**src/hw/tlrb_pkg.sv**
```systemverilog
// package for the temperature limit register bank
// assumes an 8-bit pointer-addressed register port from a serial engine
package tlrb_pkg;
  localparam int          TLRB_DATA_W          = 8;
  localparam int          TLRB_TEMP_W          = 12;
  localparam int          TLRB_FRAC_W          = 4;
  localparam int          TLRB_FRAC_LSB        = 4;
  // pointer addresses
  localparam logic [7:0]  ADDR_REMOTE_UPPER_FRAC = 8'h13;
  localparam logic [7:0]  ADDR_REMOTE_LOWER_FRAC = 8'h14;
  localparam logic [7:0]  ADDR_LOCAL_TEMP_FRAC   = 8'h15;
  localparam logic [7:0]  ADDR_REMOTE_SHUTDOWN   = 8'h19;
  localparam logic [7:0]  ADDR_LOCAL_SHUTDOWN    = 8'h20;
  localparam logic [7:0]  ADDR_RELEASE_MARGIN    = 8'h21;
  // high byte of local temperature, held in this bank and read at this pointer
  localparam logic [7:0]  ADDR_LOCAL_TEMP_HIGH   = 8'h00;
  // reset values
  localparam logic [7:0]  RST_REMOTE_UPPER_FRAC  = 8'h00;
  localparam logic [7:0]  RST_REMOTE_LOWER_FRAC  = 8'h00;
  localparam logic [7:0]  RST_LOCAL_TEMP_FRAC    = 8'h00;
  localparam logic [7:0]  RST_REMOTE_SHUTDOWN    = 8'h6c;
  localparam logic [7:0]  RST_LOCAL_SHUTDOWN     = 8'h55;
  localparam logic [7:0]  RST_RELEASE_MARGIN     = 8'h0a;
  localparam logic [7:0]  FRAC_MASK              = 8'hf0;

  typedef enum logic [1:0] {
    TLRB_LOCK_NONE,
    TLRB_LOCK_LOW,
    TLRB_LOCK_HIGH
  } tlrb_lock_e;
endpackage

```
**src/hw/tlrb_shutdown_cmp.sv**
```systemverilog
// hysteretic overtemperature comparator for one channel
// assumes temperatures in whole-degree units, unsigned 8-bit
`timescale 1ns/1ps
`default_nettype none
module tlrb_shutdown_cmp
  import tlrb_pkg::*;
(
  input  wire logic                   clk,
  input  wire logic                   reset,
  input  wire logic                   clk_en,
  input  wire logic                   sample,
  input  wire logic [TLRB_DATA_W-1:0] temp,
  input  wire logic [TLRB_DATA_W-1:0] limit,
  input  wire logic [TLRB_DATA_W-1:0] margin,
  output logic                        hot
);
  logic [TLRB_DATA_W:0] release_level;
  logic                 over_limit;
  logic                 below_release;
  logic                 next_hot;

  // release point saturates at zero so a big margin cannot wrap
  assign release_level = ({1'b0, limit} > {1'b0, margin}) ? ({1'b0, limit} - {1'b0, margin})
                                                          : {(TLRB_DATA_W+1){1'b0}};
  assign over_limit    = temp > limit;
  assign below_release = {1'b0, temp} < release_level;
  assign next_hot      = hot ? !below_release : over_limit;

  // judged only when a fresh result arrives
  always_ff @(posedge clk or posedge reset) begin
    if (reset) begin
      hot <= 1'b0;
    end else if (clk_en && sample) begin
      hot <= next_hot;
    end
  end
endmodule
`default_nettype wire

```
**src/hw/tlrb_bank.sv**
```systemverilog
// temperature limit register bank: fraction limits, local low byte, shutdown limits
// assumes a serial engine presents single-cycle reg_wr/reg_rd strobes with a pointer
// Contract
// - the remote upper limit fraction sits in bits 7:4 at 1/16 degree and joins the compare.
// - the remote lower limit fraction sits in bits 7:4 at 1/16 degree and joins the compare.
// - the local temperature low byte is read-only and rewritten per conversion unless locked.
// - reading the high byte first freezes the low byte until the low byte is read.
// - reading the low byte first freezes the high byte until the high byte is read.
// - reading any other register drops the lock and updates resume.
// - the remote shutdown limit is read-write in whole degrees, resets to 6ch, drives the remote shutdown compare.
// - the local shutdown limit is read-write in whole degrees, resets to 55h, drives the local shutdown compare.
// - the release margin is read-write in whole degrees, resets to 0ah, sets shutdown hysteresis.
`timescale 1ns/1ps
`default_nettype none
module tlrb_bank
  import tlrb_pkg::*;
(
  input  wire logic                   clk,
  input  wire logic                   reset,
  input  wire logic                   clk_en,
  input  wire logic [7:0]             reg_addr,
  input  wire logic                   reg_wr,
  input  wire logic [TLRB_DATA_W-1:0] reg_wdata,
  input  wire logic                   reg_rd,
  output logic      [TLRB_DATA_W-1:0] reg_rdata,
  output logic                        reg_hit,
  input  wire logic [TLRB_DATA_W-1:0] remote_upper_limit_high,
  input  wire logic [TLRB_DATA_W-1:0] remote_lower_limit_high,
  input  wire logic                   local_conv_done,
  input  wire logic [TLRB_TEMP_W-1:0] local_conv_result,
  input  wire logic                   remote_conv_done,
  input  wire logic [TLRB_TEMP_W-1:0] remote_conv_result,
  output logic      [TLRB_DATA_W-1:0] local_temp_high,
  output logic                        remote_above_upper,
  output logic                        remote_below_lower,
  output logic                        overtemp_shutdown_output
);
  logic [TLRB_FRAC_W-1:0] remote_upper_limit_frac_bits;
  logic [TLRB_FRAC_W-1:0] remote_lower_limit_frac_bits;
  logic [TLRB_FRAC_W-1:0] local_temp_frac_bits;
  logic [TLRB_DATA_W-1:0] remote_shutdown_limit_bits;
  logic [TLRB_DATA_W-1:0] local_shutdown_limit_bits;
  logic [TLRB_DATA_W-1:0] shutdown_release_margin_bits;
  tlrb_lock_e             lock_state;
  tlrb_lock_e             next_lock_state;
  logic                   remote_sample;
  logic                   remote_hot;
  logic                   local_hot;

  // fraction nibble packed into its byte, reserved low bits read zero
  function automatic logic [TLRB_DATA_W-1:0] frac_byte(input logic [TLRB_FRAC_W-1:0] f);
    frac_byte = {f, {TLRB_FRAC_LSB{1'b0}}};
  endfunction

  // fraction nibble lifted out of a host byte; reserved bits dropped
  function automatic logic [TLRB_FRAC_W-1:0] frac_field(input logic [TLRB_DATA_W-1:0] b);
    frac_field = b[TLRB_FRAC_LSB +: TLRB_FRAC_W];
  endfunction

  // pointer compare shared by the write, read and lock decoders
  function automatic logic ptr_is(input logic [7:0] a, input logic [7:0] p);
    ptr_is = (a == p);
  endfunction

  // write decode
  logic wr_en;
  logic wr_upper_frac;
  logic wr_lower_frac;
  logic wr_remote_sd;
  logic wr_local_sd;
  logic wr_margin;
  assign wr_en         = clk_en && reg_wr;
  assign wr_upper_frac = wr_en && ptr_is(reg_addr, ADDR_REMOTE_UPPER_FRAC);
  assign wr_lower_frac = wr_en && ptr_is(reg_addr, ADDR_REMOTE_LOWER_FRAC);
  assign wr_remote_sd  = wr_en && ptr_is(reg_addr, ADDR_REMOTE_SHUTDOWN);
  assign wr_local_sd   = wr_en && ptr_is(reg_addr, ADDR_LOCAL_SHUTDOWN);
  assign wr_margin     = wr_en && ptr_is(reg_addr, ADDR_RELEASE_MARGIN);

  // remote upper limit fraction; reserved low bits are never stored
  always_ff @(posedge clk or posedge reset) begin
    if (reset) begin
      remote_upper_limit_frac_bits <= RST_REMOTE_UPPER_FRAC[TLRB_FRAC_LSB +: TLRB_FRAC_W];
    end else if (wr_upper_frac) begin
      remote_upper_limit_frac_bits <= frac_field(reg_wdata);
    end
  end

  // remote lower limit fraction, same packing
  always_ff @(posedge clk or posedge reset) begin
    if (reset) begin
      remote_lower_limit_frac_bits <= RST_REMOTE_LOWER_FRAC[TLRB_FRAC_LSB +: TLRB_FRAC_W];
    end else if (wr_lower_frac) begin
      remote_lower_limit_frac_bits <= frac_field(reg_wdata);
    end
  end

  // remote shutdown threshold, whole degrees
  always_ff @(posedge clk or posedge reset) begin
    if (reset) begin
      remote_shutdown_limit_bits <= RST_REMOTE_SHUTDOWN;
    end else if (wr_remote_sd) begin
      remote_shutdown_limit_bits <= reg_wdata;
    end
  end

  // local shutdown threshold, whole degrees
  always_ff @(posedge clk or posedge reset) begin
    if (reset) begin
      local_shutdown_limit_bits <= RST_LOCAL_SHUTDOWN;
    end else if (wr_local_sd) begin
      local_shutdown_limit_bits <= reg_wdata;
    end
  end

  // release margin, shared by both channels so one write moves both
  always_ff @(posedge clk or posedge reset) begin
    if (reset) begin
      shutdown_release_margin_bits <= RST_RELEASE_MARGIN;
    end else if (wr_margin) begin
      shutdown_release_margin_bits <= reg_wdata;
    end
  end

  // read strobes for the byte pair and for anything else
  logic rd_en;
  logic rd_high;
  logic rd_low;
  logic rd_other;
  assign rd_en    = clk_en && reg_rd;
  assign rd_high  = rd_en && ptr_is(reg_addr, ADDR_LOCAL_TEMP_HIGH);
  assign rd_low   = rd_en && ptr_is(reg_addr, ADDR_LOCAL_TEMP_FRAC);
  assign rd_other = rd_en && !rd_high && !rd_low;

  // coherency lock: the unread partner byte stays frozen
  always_comb begin
    next_lock_state = lock_state;
    unique case (lock_state)
      TLRB_LOCK_NONE: begin
        if (rd_high) next_lock_state = TLRB_LOCK_LOW;
        else if (rd_low) next_lock_state = TLRB_LOCK_HIGH;
      end
      TLRB_LOCK_LOW: begin
        if (rd_low || rd_other) next_lock_state = TLRB_LOCK_NONE;
        else if (rd_high) next_lock_state = TLRB_LOCK_LOW;
      end
      TLRB_LOCK_HIGH: begin
        if (rd_high || rd_other) next_lock_state = TLRB_LOCK_NONE;
        else if (rd_low) next_lock_state = TLRB_LOCK_HIGH;
      end
      default: next_lock_state = TLRB_LOCK_NONE;
    endcase
  end

  // lock register, frozen with everything else while clk_en is low
  always_ff @(posedge clk or posedge reset) begin
    if (reset) begin
      lock_state <= TLRB_LOCK_NONE;
    end else if (clk_en) begin
      lock_state <= next_lock_state;
    end
  end

  // converter writes each byte unless the lock holds it;
  // the locked byte is the one the host has not read yet, and a read that
  // opens the lock on the same edge as a conversion already holds the partner,
  // otherwise the pair would mix two conversions
  logic high_frozen;
  logic low_frozen;
  logic local_update;
  assign high_frozen  = ((lock_state == TLRB_LOCK_HIGH) && !rd_high)
                      || ((lock_state == TLRB_LOCK_NONE) && rd_low);
  assign low_frozen   = ((lock_state == TLRB_LOCK_LOW) && !rd_low)
                      || ((lock_state == TLRB_LOCK_NONE) && rd_high);
  assign local_update = clk_en && local_conv_done;

  // whole-degree byte of the local result, readable at pointer 00h
  always_ff @(posedge clk or posedge reset) begin
    if (reset) begin
      local_temp_high <= {TLRB_DATA_W{1'b0}};
    end else if (local_update && !high_frozen) begin
      local_temp_high <= local_conv_result[TLRB_TEMP_W-1:TLRB_FRAC_W];
    end
  end

  // fraction of the local result; only the converter writes it
  always_ff @(posedge clk or posedge reset) begin
    if (reset) begin
      local_temp_frac_bits <= RST_LOCAL_TEMP_FRAC[TLRB_FRAC_LSB +: TLRB_FRAC_W];
    end else if (local_update && !low_frozen) begin
      local_temp_frac_bits <= local_conv_result[TLRB_FRAC_W-1:0];
    end
  end

  // remote alarm limits: whole degrees joined with fraction nibble
  logic [TLRB_TEMP_W-1:0] remote_upper_limit;
  logic [TLRB_TEMP_W-1:0] remote_lower_limit;
  assign remote_upper_limit = {remote_upper_limit_high, remote_upper_limit_frac_bits};
  assign remote_lower_limit = {remote_lower_limit_high, remote_lower_limit_frac_bits};
  assign remote_sample      = clk_en && remote_conv_done;

  // both alarm compares are full 12-bit, so the fraction nibble counts
  logic upper_crossed;
  logic lower_crossed;
  assign upper_crossed = remote_conv_result > remote_upper_limit;
  assign lower_crossed = remote_conv_result < remote_lower_limit;

  // upper alarm level, held until the next remote result
  always_ff @(posedge clk or posedge reset) begin
    if (reset) begin
      remote_above_upper <= 1'b0;
    end else if (remote_sample) begin
      remote_above_upper <= upper_crossed;
    end
  end

  // lower alarm level, held until the next remote result
  always_ff @(posedge clk or posedge reset) begin
    if (reset) begin
      remote_below_lower <= 1'b0;
    end else if (remote_sample) begin
      remote_below_lower <= lower_crossed;
    end
  end

  // shutdown comparators, one per channel, sharing one margin
  tlrb_shutdown_cmp u_remote_cmp (
    .clk    (clk),
    .reset  (reset),
    .clk_en (clk_en),
    .sample (remote_conv_done),
    .temp   (remote_conv_result[TLRB_TEMP_W-1:TLRB_FRAC_W]),
    .limit  (remote_shutdown_limit_bits),
    .margin (shutdown_release_margin_bits),
    .hot    (remote_hot)
  );

  tlrb_shutdown_cmp u_local_cmp (
    .clk    (clk),
    .reset  (reset),
    .clk_en (clk_en),
    .sample (local_conv_done),
    .temp   (local_conv_result[TLRB_TEMP_W-1:TLRB_FRAC_W]),
    .limit  (local_shutdown_limit_bits),
    .margin (shutdown_release_margin_bits),
    .hot    (local_hot)
  );

  // either channel hot pulls the shutdown output
  always_ff @(posedge clk or posedge reset) begin
    if (reset) begin
      overtemp_shutdown_output <= 1'b0;
    end else if (clk_en) begin
      overtemp_shutdown_output <= remote_hot || local_hot;
    end
  end

  // read mux; unmapped pointers return zero with hit low
  logic                   sel_upper_frac;
  logic                   sel_lower_frac;
  logic                   sel_local_frac;
  logic                   sel_local_high;
  logic                   sel_remote_sd;
  logic                   sel_local_sd;
  logic                   sel_margin;
  logic [TLRB_DATA_W-1:0] rd_mux;
  logic                   rd_map;
  assign sel_upper_frac = ptr_is(reg_addr, ADDR_REMOTE_UPPER_FRAC);
  assign sel_lower_frac = ptr_is(reg_addr, ADDR_REMOTE_LOWER_FRAC);
  assign sel_local_frac = ptr_is(reg_addr, ADDR_LOCAL_TEMP_FRAC);
  assign sel_local_high = ptr_is(reg_addr, ADDR_LOCAL_TEMP_HIGH);
  assign sel_remote_sd  = ptr_is(reg_addr, ADDR_REMOTE_SHUTDOWN);
  assign sel_local_sd   = ptr_is(reg_addr, ADDR_LOCAL_SHUTDOWN);
  assign sel_margin     = ptr_is(reg_addr, ADDR_RELEASE_MARGIN);
  // selects are one-hot, so an or of masked terms needs no priority chain
  assign rd_mux = ({TLRB_DATA_W{sel_upper_frac}} & frac_byte(remote_upper_limit_frac_bits))
                | ({TLRB_DATA_W{sel_lower_frac}} & frac_byte(remote_lower_limit_frac_bits))
                | ({TLRB_DATA_W{sel_local_frac}} & frac_byte(local_temp_frac_bits))
                | ({TLRB_DATA_W{sel_local_high}} & local_temp_high)
                | ({TLRB_DATA_W{sel_remote_sd}}  & remote_shutdown_limit_bits)
                | ({TLRB_DATA_W{sel_local_sd}}   & local_shutdown_limit_bits)
                | ({TLRB_DATA_W{sel_margin}}     & shutdown_release_margin_bits);
  assign rd_map = sel_upper_frac || sel_lower_frac || sel_local_frac || sel_local_high
               || sel_remote_sd || sel_local_sd || sel_margin;

  // read data registered, stands until next read
  always_ff @(posedge clk or posedge reset) begin
    if (reset) begin
      reg_rdata <= {TLRB_DATA_W{1'b0}};
    end else if (rd_en) begin
      reg_rdata <= rd_mux;
    end
  end

  // hit flag follows the same taken read as the data
  always_ff @(posedge clk or posedge reset) begin
    if (reset) begin
      reg_hit <= 1'b0;
    end else if (rd_en) begin
      reg_hit <= rd_map;
    end
  end
endmodule
`default_nettype wire

```
**config.mk**
```make
export PLATFORM = sky130hd
export DESIGN_NAME = tlrb_bank
export DESIGN_NICKNAME = d
export VERILOG_FILES = /design/src/hw/tlrb_pkg.sv /design/src/hw/tlrb_shutdown_cmp.sv /design/src/hw/tlrb_bank.sv
export SDC_FILE = /design/constraint.sdc
export NUM_CORES = 1
export LEC_CHECK = 0
export BUFFER_PORTS_ARGS = -buffer_cell sky130_fd_sc_hd__clkbuf_2
export CAP_MARGIN = 20
export CORE_UTILIZATION = 60
export DETAILED_ROUTE_END_ITERATION = 10
export GPL_TIMING_DRIVEN = 0
export PLACE_DENSITY = 0.88
export SETUP_SLACK_MARGIN = 0.4
export SLEW_MARGIN = 20
export SYNTH_ARGS = -nofsm -noshare
export SYNTH_HDL_FRONTEND = slang
export SYNTH_SLANG_ARGS = --single-unit
```
**constraint.sdc**
```tcl
create_clock -name clk -period 8.25 [get_ports clk]
set_input_delay 1.2375 -clock clk [delete_from_list [all_inputs] [get_ports clk]]
set_output_delay 1.2375 -clock clk [all_outputs]
set_load 0.05 [all_outputs]
```
# Yosys cells after proc, flatten, opt, wreduce, memory -nomap -nowiden
# Index checks and enable logic that the tools add are counted.
dict set report totals {
  word_cells 96
  reg_bits 60
  input_bits 63
}
dict set report op_classes {
  eq_ne 9
  magnitude_cmp 8
  n_addsub 2
  n_reduce_logical 39
  bitwise 13
  muxes 10
}
# cell n
set ops {}
lappend ops {{$and 8x8->8} 7}
lappend ops {{$or 8x8->8} 6}
lappend ops {{$eq 8x5->1 const B} 4}
lappend ops {{$gt 8x8->1} 4}
lappend ops {{$logic_and 1x1->1} 19}
lappend ops {{$lt 8x9->1} 2}
lappend ops {{$mux 9} 2}
lappend ops {{$sub 8x8->9} 2}
lappend ops {{$eq 8x6->1 const B} 2}
lappend ops {{$gt 12x12->1} 1}
lappend ops {{$lt 12x12->1} 1}
lappend ops {{$logic_or 1x1->1} 11}
lappend ops {{$mux 2} 5}
lappend ops {{$logic_not 8->1} 1}
lappend ops {{$logic_not 1->1} 6}
lappend ops {{$pmux 2 s3} 1}
lappend ops {{$ne 3x3->1 const B} 1}
lappend ops {{$eq 2x1->1 const B} 1}
lappend ops {{$eq 2x2->1 const B} 1}
lappend ops {{$logic_not 2->1} 1}
lappend ops {{$mux 1} 2}
lappend ops {{$reduce_and 2->1} 1}

# Logic depth before layout (Yosys ltp)
# Gate-level depths: netlist of run 1.
dict set report depth {
  depth_word 8
  depth_mapped 14
  depth_no_buf 14
}

# By module
# Synthesis of run 1 repeated with hierarchy kept, for this count alone.
dict set report unflattened {
  hier_cells 526
  hier_area_um2 4953.5
}
# mod cells_each seq_area_each_um2 instances area_per_inst_um2
set modules_own_cells {}
lappend modules_own_cells {tlrb_bank 302 1463.9 1 3296.9}
lappend modules_own_cells {tlrb_shutdown_cmp 112 25.0 2 828.3}

# Worst setup path before layout of run 1
# No wires, ideal clock.
dict set report synth_path {
  kind {reg2reg}
  from {register local_shutdown_limit_bits[0]}
  to {register u_local_cmp.hot}
  slack_ns 4.927
  n_path_buf 0
  setup_time_ns 0.124
  t_required_ns 8.126
  arrival_time_ns 3.199
  stages_incl_launch_ff 15
  path_cell_list {dfstp_2 > inv_1 > ha_1 > fa_1 > nor2b_1 > o31a_1 > o21ai_0 > and3_1 > o21ai_0 > ha_1 > a2111oi_0 > o21ai_0 > o311ai_0 > a211oi_1 > a211o_1}
}
dict set report synth_between {
  elab_chain_len 5
  elab_cells_between_ends 7
}
# item line_no
set synth_rtl {}
lappend synth_rtl {{start, declared} tlrb_bank.sv:42} ;# logic [TLRB_DATA_W-1:0] local_shutdown_limit_bits;
lappend synth_rtl {{start signal, assigned} tlrb_bank.sv:111} ;# local_shutdown_limit_bits <= reg_wdata;
lappend synth_rtl {{$sub 8x8->9 or $gt 8x8->1 (tied branches)} tlrb_shutdown_cmp.sv:23} ;# assign release_level = ({1'b0, limit} > {1'b0, margin}) ? ({1'b0, limit} - {1'b0, margin})
lappend synth_rtl {{$mux 9} tlrb_shutdown_cmp.sv:23}
lappend synth_rtl {{$lt 8x9->1} tlrb_shutdown_cmp.sv:26} ;# assign below_release = {1'b0, temp} < release_level;
lappend synth_rtl {{$logic_not 1->1} tlrb_shutdown_cmp.sv:27} ;# assign next_hot = hot ? !below_release : over_limit;
lappend synth_rtl {{$mux 1 (*)} tlrb_shutdown_cmp.sv:27}
lappend synth_rtl {{end signal, assigned} tlrb_shutdown_cmp.sv:34} ;# hot <= next_hot;
lappend synth_rtl {{end, declared} tlrb_shutdown_cmp.sv:15} ;# output logic hot
# Mark *: on every way between the ends. The rest lies on a longest branch, timed or not.
# A chain may end at the register's enable or synchronous reset.

# Worst setup path in the final report of run 1
dict set report layout_path {
  from {register shutdown_release_margin_bits[1]}
  to {register u_local_cmp.hot}
}
dict set report layout_between {
  elab_chain_len 5
  elab_cells_between_ends 6
}
# item line_no
set layout_rtl {}
lappend layout_rtl {{start, declared} tlrb_bank.sv:43} ;# logic [TLRB_DATA_W-1:0] shutdown_release_margin_bits;
lappend layout_rtl {{start signal, assigned} tlrb_bank.sv:120} ;# shutdown_release_margin_bits <= reg_wdata;
lappend layout_rtl {{$sub 8x8->9 or $gt 8x8->1 (tied branches)} tlrb_shutdown_cmp.sv:23}
lappend layout_rtl {{$mux 9 (*)} tlrb_shutdown_cmp.sv:23}
lappend layout_rtl {{$lt 8x9->1 (*)} tlrb_shutdown_cmp.sv:26}
lappend layout_rtl {{$logic_not 1->1 (*)} tlrb_shutdown_cmp.sv:27}
lappend layout_rtl {{$mux 1 (*)} tlrb_shutdown_cmp.sv:27}
# Marks and branches as above.

==> impl_metrics.csv, run 1 <==
group,metric,value,unit
cts,clockBufferDepth,2,
yosys,synth_area,0.00480,mm2
yosys,synth_cell_types,62,
cells_and_area,utilization,0.717,
global_route,grt_pass1_wl,20200,um
placement,pre_cts_slack,4.37,ns
job,cap_viol_max_count,0,
yosys,synth_fa_ha_area_frac,0.188,
yosys,synth_top_family_by_area,"adder cells",
cts,insertion_delay,0.34,ns
yosys,syn-num-nets,640,
cells_and_area,nets,733,
routing,routedWlPerCell,16.8,um
global_route,grt_pass1_vias,4406,
placement,gp_congestion,0.918,
yosys,synthTopCellsByArea,"dfrtp_1 26%, ha_1 18%, dfstp_2 5.5%",
sta,finalCriticalPeriod,4.02,ns
sta,tightest_slew,0.746,ns
cells_and_area,finalNonFillerCells,706,
placement,dp.cells,690,
yosys,async_flop_share,1.00,
sta,maxSlewViolCount,0,
routing,drt-total-wl,11900,um
yosys,yosys_warnings,0,
sta,fmax,249,MHz
sta,finalHoldViolCount,0,
yosys,ys_seq_area_frac,0.315,
cts,post_cts_resized,0,
global_route,grt_remaining_overflow,0,
critical_path,required,8.47,ns
cells_and_area,num_antenna_cells,0,
yosys,post-synth-top-count-cell,"ha_1",
critical_path,crit_family,"compound AO/OA/AOI/OAI gates",
critical_path,critPathMaxFanout,7,
routing,drc,0,
cts,cts_buffers,9,
power,powerDensity,146,mW/mm2
routing,first_iter_violations,297,
critical_path,endpoint_kind,"flip-flop",
yosys,synth_top_area_share,0.261,
cts,path_clk_slew,0.07,ns
yosys,synth_compound_area_frac,0.183,
power,ir_drop,0.000113,V
critical_path,cpMaxStageDelayCell,"dfstp_2",
global_route,gr-usage-all-layers,0.306,
floorplan,die_y,91.5,um
cells_and_area,final_area,0.00554,mm2
placement,io_buffers,82,
cts,cts_root_buf,"clkbuf_8",
global_route,grt_max_degree,61,
floorplan,core,0.00773,mm2
power,static-leakage-power,2.74,nW
routing,ant_nets,0,
sta,max_slew_margin,0.503,
cells_and_area,nFillCells,587,
critical_path,worstSetupPathType,"flip-flop to flip-flop",
cts,cts.sinks,60,
cts,tritoncts,"yes",
critical_path,crit_buf_inv,1,
sta,setup_tns,0,ns
outcome,status,"complete, no violations",
yosys,synthCells,506,
cells_and_area,regArea,0.00151,mm2
sta,grt_setup_unrepaired,"no",
yosys,synth-seq-cells,60,
sta,finalSetupViolCount,0,
cts,hold_buffers,0,
floorplan,die_x,91.5,um
sta,setup_ws,4.23,ns
routing,drtPass1Iterations,6,
placement,placed_cell_area,0.00534,mm2
yosys,ys.flop_type,"dfrtp_1",
sta,final.setup_skew,0.00961,ns
floorplan,initial_core_util,0.621,
cells_and_area,drive_gt1_frac,0.257,
power,total_power,0.810,mW
yosys,synth.avg_cell_area,9.49,um2
floorplan,dieArea,0.00836,mm2
min_path,hold_path.class,"flip-flop to flip-flop",
yosys,synth_top_area_cell,"dfrtp_1",
global_route,antenna_found_initial,0,
routing,vias,4279,
critical_path,cp.arrival,4.24,ns
floorplan,rows,32,
yosys,synth_xor_area_frac,0.00547,
yosys,synthMuxAreaShare,0.114,
cts,htree_levels,3,
yosys,synth_edf_count,0,
routing,vias_per_cell,6.06,
placement,hpwl,9380,um
cells_and_area,areaGrowthSynthToFinish,15.5,%
yosys,ys_top_cells_by_count,"69 x ha_1, 59 x inv_1, 50 x dfrtp_1",
cells_and_area,multi_input_area,0.00301,mm2
critical_path,startpoint_type,"flip-flop",
critical_path,cpPeakStageDelay,0.59,ns
yosys,yosys.area_share.simple,0.136,
floorplan,io_pins,83,
cts,post_cts_buffers,0,
critical_path,worstPathCellList,"inv_1 > ha_1 > nand2b_1 > a21oi_1 > o32ai_1 > o21ai_1 > o21ai_0 > ha_1 > a2111oi_0 > o21ai_0 > o311ai_0 > a211oi_1 > a211o_1",
sta,holdWs,0.478,ns
sta,post-route-period-util,0.487,
## layout make-up
cell class	count	share of cell area
clock buffers	11	0.0255
clock inverters	5	0.0108
inverters	59	0.0404
well taps	102	0.0230
multi-input cells	377	0.544
flip-flops and latches	60	0.273
plain buffers	10	0.00948
repair buffers	82	0.0740
## flip-flops by register name, indices dropped and copies added, names as in the netlist, 2 cells and up
signal,count
remote_shutdown_limit_bits,8
reg_rdata,8
local_temp_high,8
shutdown_release_margin_bits,8
lock_state,2
remote_lower_limit_frac_bits,4
remote_upper_limit_frac_bits,4
local_shutdown_limit_bits,8
local_temp_frac_bits,4
## tightest hold or removal path, stage by stage, from the launching register on
cell and delay (ns):
dfrtp_1 0.34, nand2_1 0.04, o21ai_0 0.06
## where the power goes
part           switching, mW  internal, mW  leakage [nW]
Sequential            0.0221         0.318         0.716
Combinational          0.121        0.0773          1.93
Clock                  0.122         0.149        0.0999
## routing by layer
metal / wire, um / share of wire / up-vias / global-route usage
met4: 260 / 0.022 / 0 / 0.104
met2: 5710 / 0.48 / 158 / 0.513
li1: - / - / 2032 / -
met5: 0 / 0 / - / 0
met1: 5250 / 0.44 / 2064 / 0.393
met3: 636 / 0.054 / 25 / 0.0586
## cell usage in the layout (no fill, tap or decap), types with 7 or more instances in the layout
cell type and n:
clkbuf_2 82, ha_1 69, inv_1 58, dfrtp_1 50
nand2_1 42, o21ai_0 36, a21oi_1 32, mux2_2 20
nor2_1 17, a21o_1 14, mux2_4 12, mux2i_1 12
o21a_1 10, clkbuf_8 10, dfstp_2 10, nand2b_1 8
nand3_1 8, nor3_1 7
## path summary, 6_finish.rpt
kind	start	to	slack [ns]	cells past startpoint
max in group asynchronous	reset	local_shutdown_limit_bits[1]	6.73	2
max	shutdown_release_margin_bits[1]	u_local_cmp.hot	4.23	13
min	reg_rdata[4]	reg_rdata[4]	0.48	2
max reg2reg	shutdown_release_margin_bits[1]	u_local_cmp.hot	4.23	13
min in group asynchronous	reset	reg_rdata[6]	1.03	2
min reg2reg	reg_rdata[4]	reg_rdata[4]	0.48	2
## logic make-up (layout without fill, tap and decap cells)
family | Yosys count | count (layout)
xor gates and xnor gates | 3 | 3
and+or+nand+nor | 121 | 121
DFF | 60 | 60
AOI/OAI and AO/OA | 136 | 136
muxes | 46 | 46
buffers and inverters | 69 | 167
adders and majority gates | 71 | 71
No activity file was read; power rests on OpenSTA's default activity.
==> inputs of run 2 (changes only) <==
CORE_UTILIZATION = 52   (was 60)
PLACE_DENSITY = 0.81   (was 0.88)
clock period = 3.3 ns   (was 8.25 ns; I/O delays follow)
==> run 2 against run 1 <==
The run now ends with design-rule violations, negative setup slack left. Global-route usage shrank 2.1 points. Sequential share of layout area shrank 1.5 points. Wire length is 9.5% higher. Count of clock-buffer cells in the layout stayed put. Register-to-register slack got worse by 4.2 ns. Maximum frequency grew 21%. Critical path type unchanged. Largest power group unchanged. Highest routed layer unchanged.
==> impl_metrics.csv, run 2 (same netlist as run 1, synthesis figures left out) <==
group,metric,value,unit
power,powerDensity,367,mW/mm2
power,net-switching-power,0.703,mW
sta,finalHoldViolCount,0,
power,internal-power,1.45,mW
placement,hpwl,9730,um
cts,path_clk_slew,0.08,ns
job,cap_viol_max_count,0,
sta,grt_setup_unrepaired,"yes",
routing,first_iter_violations,328,
cts,clockBufferDepth,2,
floorplan,die_y,98.1,um
cells_and_area,regArea,0.00152,mm2
sta,setup_ws,-0.0179,ns
sta,fmax,301,MHz
critical_path,endpoint_kind,"flip-flop",
routing,routedWlPerCell,18.0,um
floorplan,initial_core_util,0.543,
routing,vias,4344,
cells_and_area,nets,743,
routing,drc,8,
critical_path,cp.arrival,3.56,ns
power,ir_drop,0.000328,V
routing,ant_nets,0,
cells_and_area,num_antenna_cells,0,
cells_and_area,layout_common_cells,"82 x clkbuf_2, 61 x ha_1, 55 x inv_1",
power,netSwitchingFraction,0.326,
placement,io_buffers,82,
placement,gp_congestion,0.910,
sta,finalCriticalPeriod,3.32,ns
sta,tightest_slew,0.740,ns
cts,cts_buffers,9,
sta,finalSetupViolCount,1,
cts,htree_levels,3,
cells_and_area,multi_input_area,0.00324,mm2
power,seqPwrFrac,0.394,
floorplan,rows,34,
critical_path,worstSetupPathType,"flip-flop to flip-flop",
global_route,grt_remaining_overflow,0,
global_route,grt_pass1_vias,4472,
cts,tritoncts,"yes",
cells_and_area,drive_gt1_frac,0.321,
cells_and_area,utilization,0.664,
sta,max_slew_margin,0.507,
sta,post-route-period-util,1.01,
outcome,status,"finished, violations left",
cells_and_area,areaGrowthSynthToFinish,22.4,%
routing,drtPass1Iterations,8,
global_route,grt_pass1_wl,21600,um
placement,pre_cts_slack,-0.553,ns
sta,maxSlewViolCount,0,
outcome,violations,"design-rule violations, negative setup slack",
global_route,antenna_found_initial,0,
cts,insertion_delay,0.36,ns
cts,cts_root_buf,"clkbuf_8",
routing,drt-total-wl,13000,um
floorplan,die_x,98.1,um
critical_path,required,3.54,ns
min_path,hold_path.class,"primary input to asynchronous set/reset pin",
critical_path,critPathMaxFanout,2,
power,pwr-share-comb,0.247,
floorplan,io_pins,83,
global_route,grt_max_degree,61,
cells_and_area,mostFrequentLayoutCell,"clkbuf_2",
routing,vias_per_cell,6.02,
power,total_power,2.15,mW
sta,final.setup_skew,0.00889,ns
power,p_clk_frac,0.358,
cts,cts.sinks,60,
critical_path,startpoint_type,"flip-flop",
power,static-leakage-power,2.81,nW
floorplan,dieArea,0.00962,mm2
sta,holdWs,0.256,ns
cells_and_area,nFillCells,704,
floorplan,core,0.00885,mm2
global_route,gr-usage-all-layers,0.284,
run 2: cell type report:
class,count,area share
timing repair buffer,92,0.0826
tap,108,0.0230
inverter,59,0.0385
sequential,60,0.258
buffer,10,0.00894
clock inverter,5,0.0145
clock buffer,11,0.0241
multi-input combinational,377,0.550
run 2: routing by layer:
metal	up-vias	track usage	routed length (um)
met3	46	0.0530	678
met4	0	0.119	438
met2	178	0.481	6260
li1	2043	-	-
met1	2077	0.356	5600
met5	-	0	0
run 2: worst paths after layout:
check	startpoint	endpoint	slack, ns	cells past startpoint
max	local_shutdown_limit_bits[0]	u_local_cmp.hot	-0.02	14
min	reset	reg_rdata[7]	0.26	2
max reg2reg	local_shutdown_limit_bits[0]	u_local_cmp.hot	-0.02	14
min reg2reg	reg_rdata[5]	reg_rdata[5]	0.48	2
max in group asynchronous	reset	remote_shutdown_limit_bits[1]	2.50	2
min in group clk	local_conv_result[1]	local_temp_frac_bits[1]	0.37	2
run 2: repair_timing:
action                                  CTS  global route
hold endpoints to repair                  0             0
endpoints found under the setup margin    2             2
pin swaps                                12            10
hold buffers                              0             0
buffers inserted                          8             2
gates resized for setup                  38             8
run 2: worst max-delay path: stages, from the launching register on:
cell       delay, ns
dfstp_2         0.55
inv_2           0.04
ha_4            0.15
fa_2            0.35
nor2b_2         0.14
o31a_1          0.17
o21ai_1         0.08
and3_1          0.19
o21ai_1         0.13
ha_1            0.29
a2111oi_4       0.40
o21ai_2         0.12
o311ai_2        0.24
a211oi_1        0.11
a211o_1         0.24
run 2: stage by stage:
step	area, um2	TNS (ns)	cells
after detailed placement	5360	-0.783	696
after floorplan	4810	0	506
after CTS	5820	-0.0168	720
final	5880	-0.0179	722
after global routing	5880	-0.193	722
after global placement	5360	-0.527	696
run 2: power by group through the flow:
stage,logic (mW),registers (mW),clock network (mW)
6_report,0.532,0.850,0.772
3_5_place_dp,0.497,0.862,0
2_1_floorplan,0.239,0.950,0
5_1_grt,0.579,0.856,0.803
3_3_place_gp,0.474,0.858,0
4_1_cts,0.522,0.848,0.778
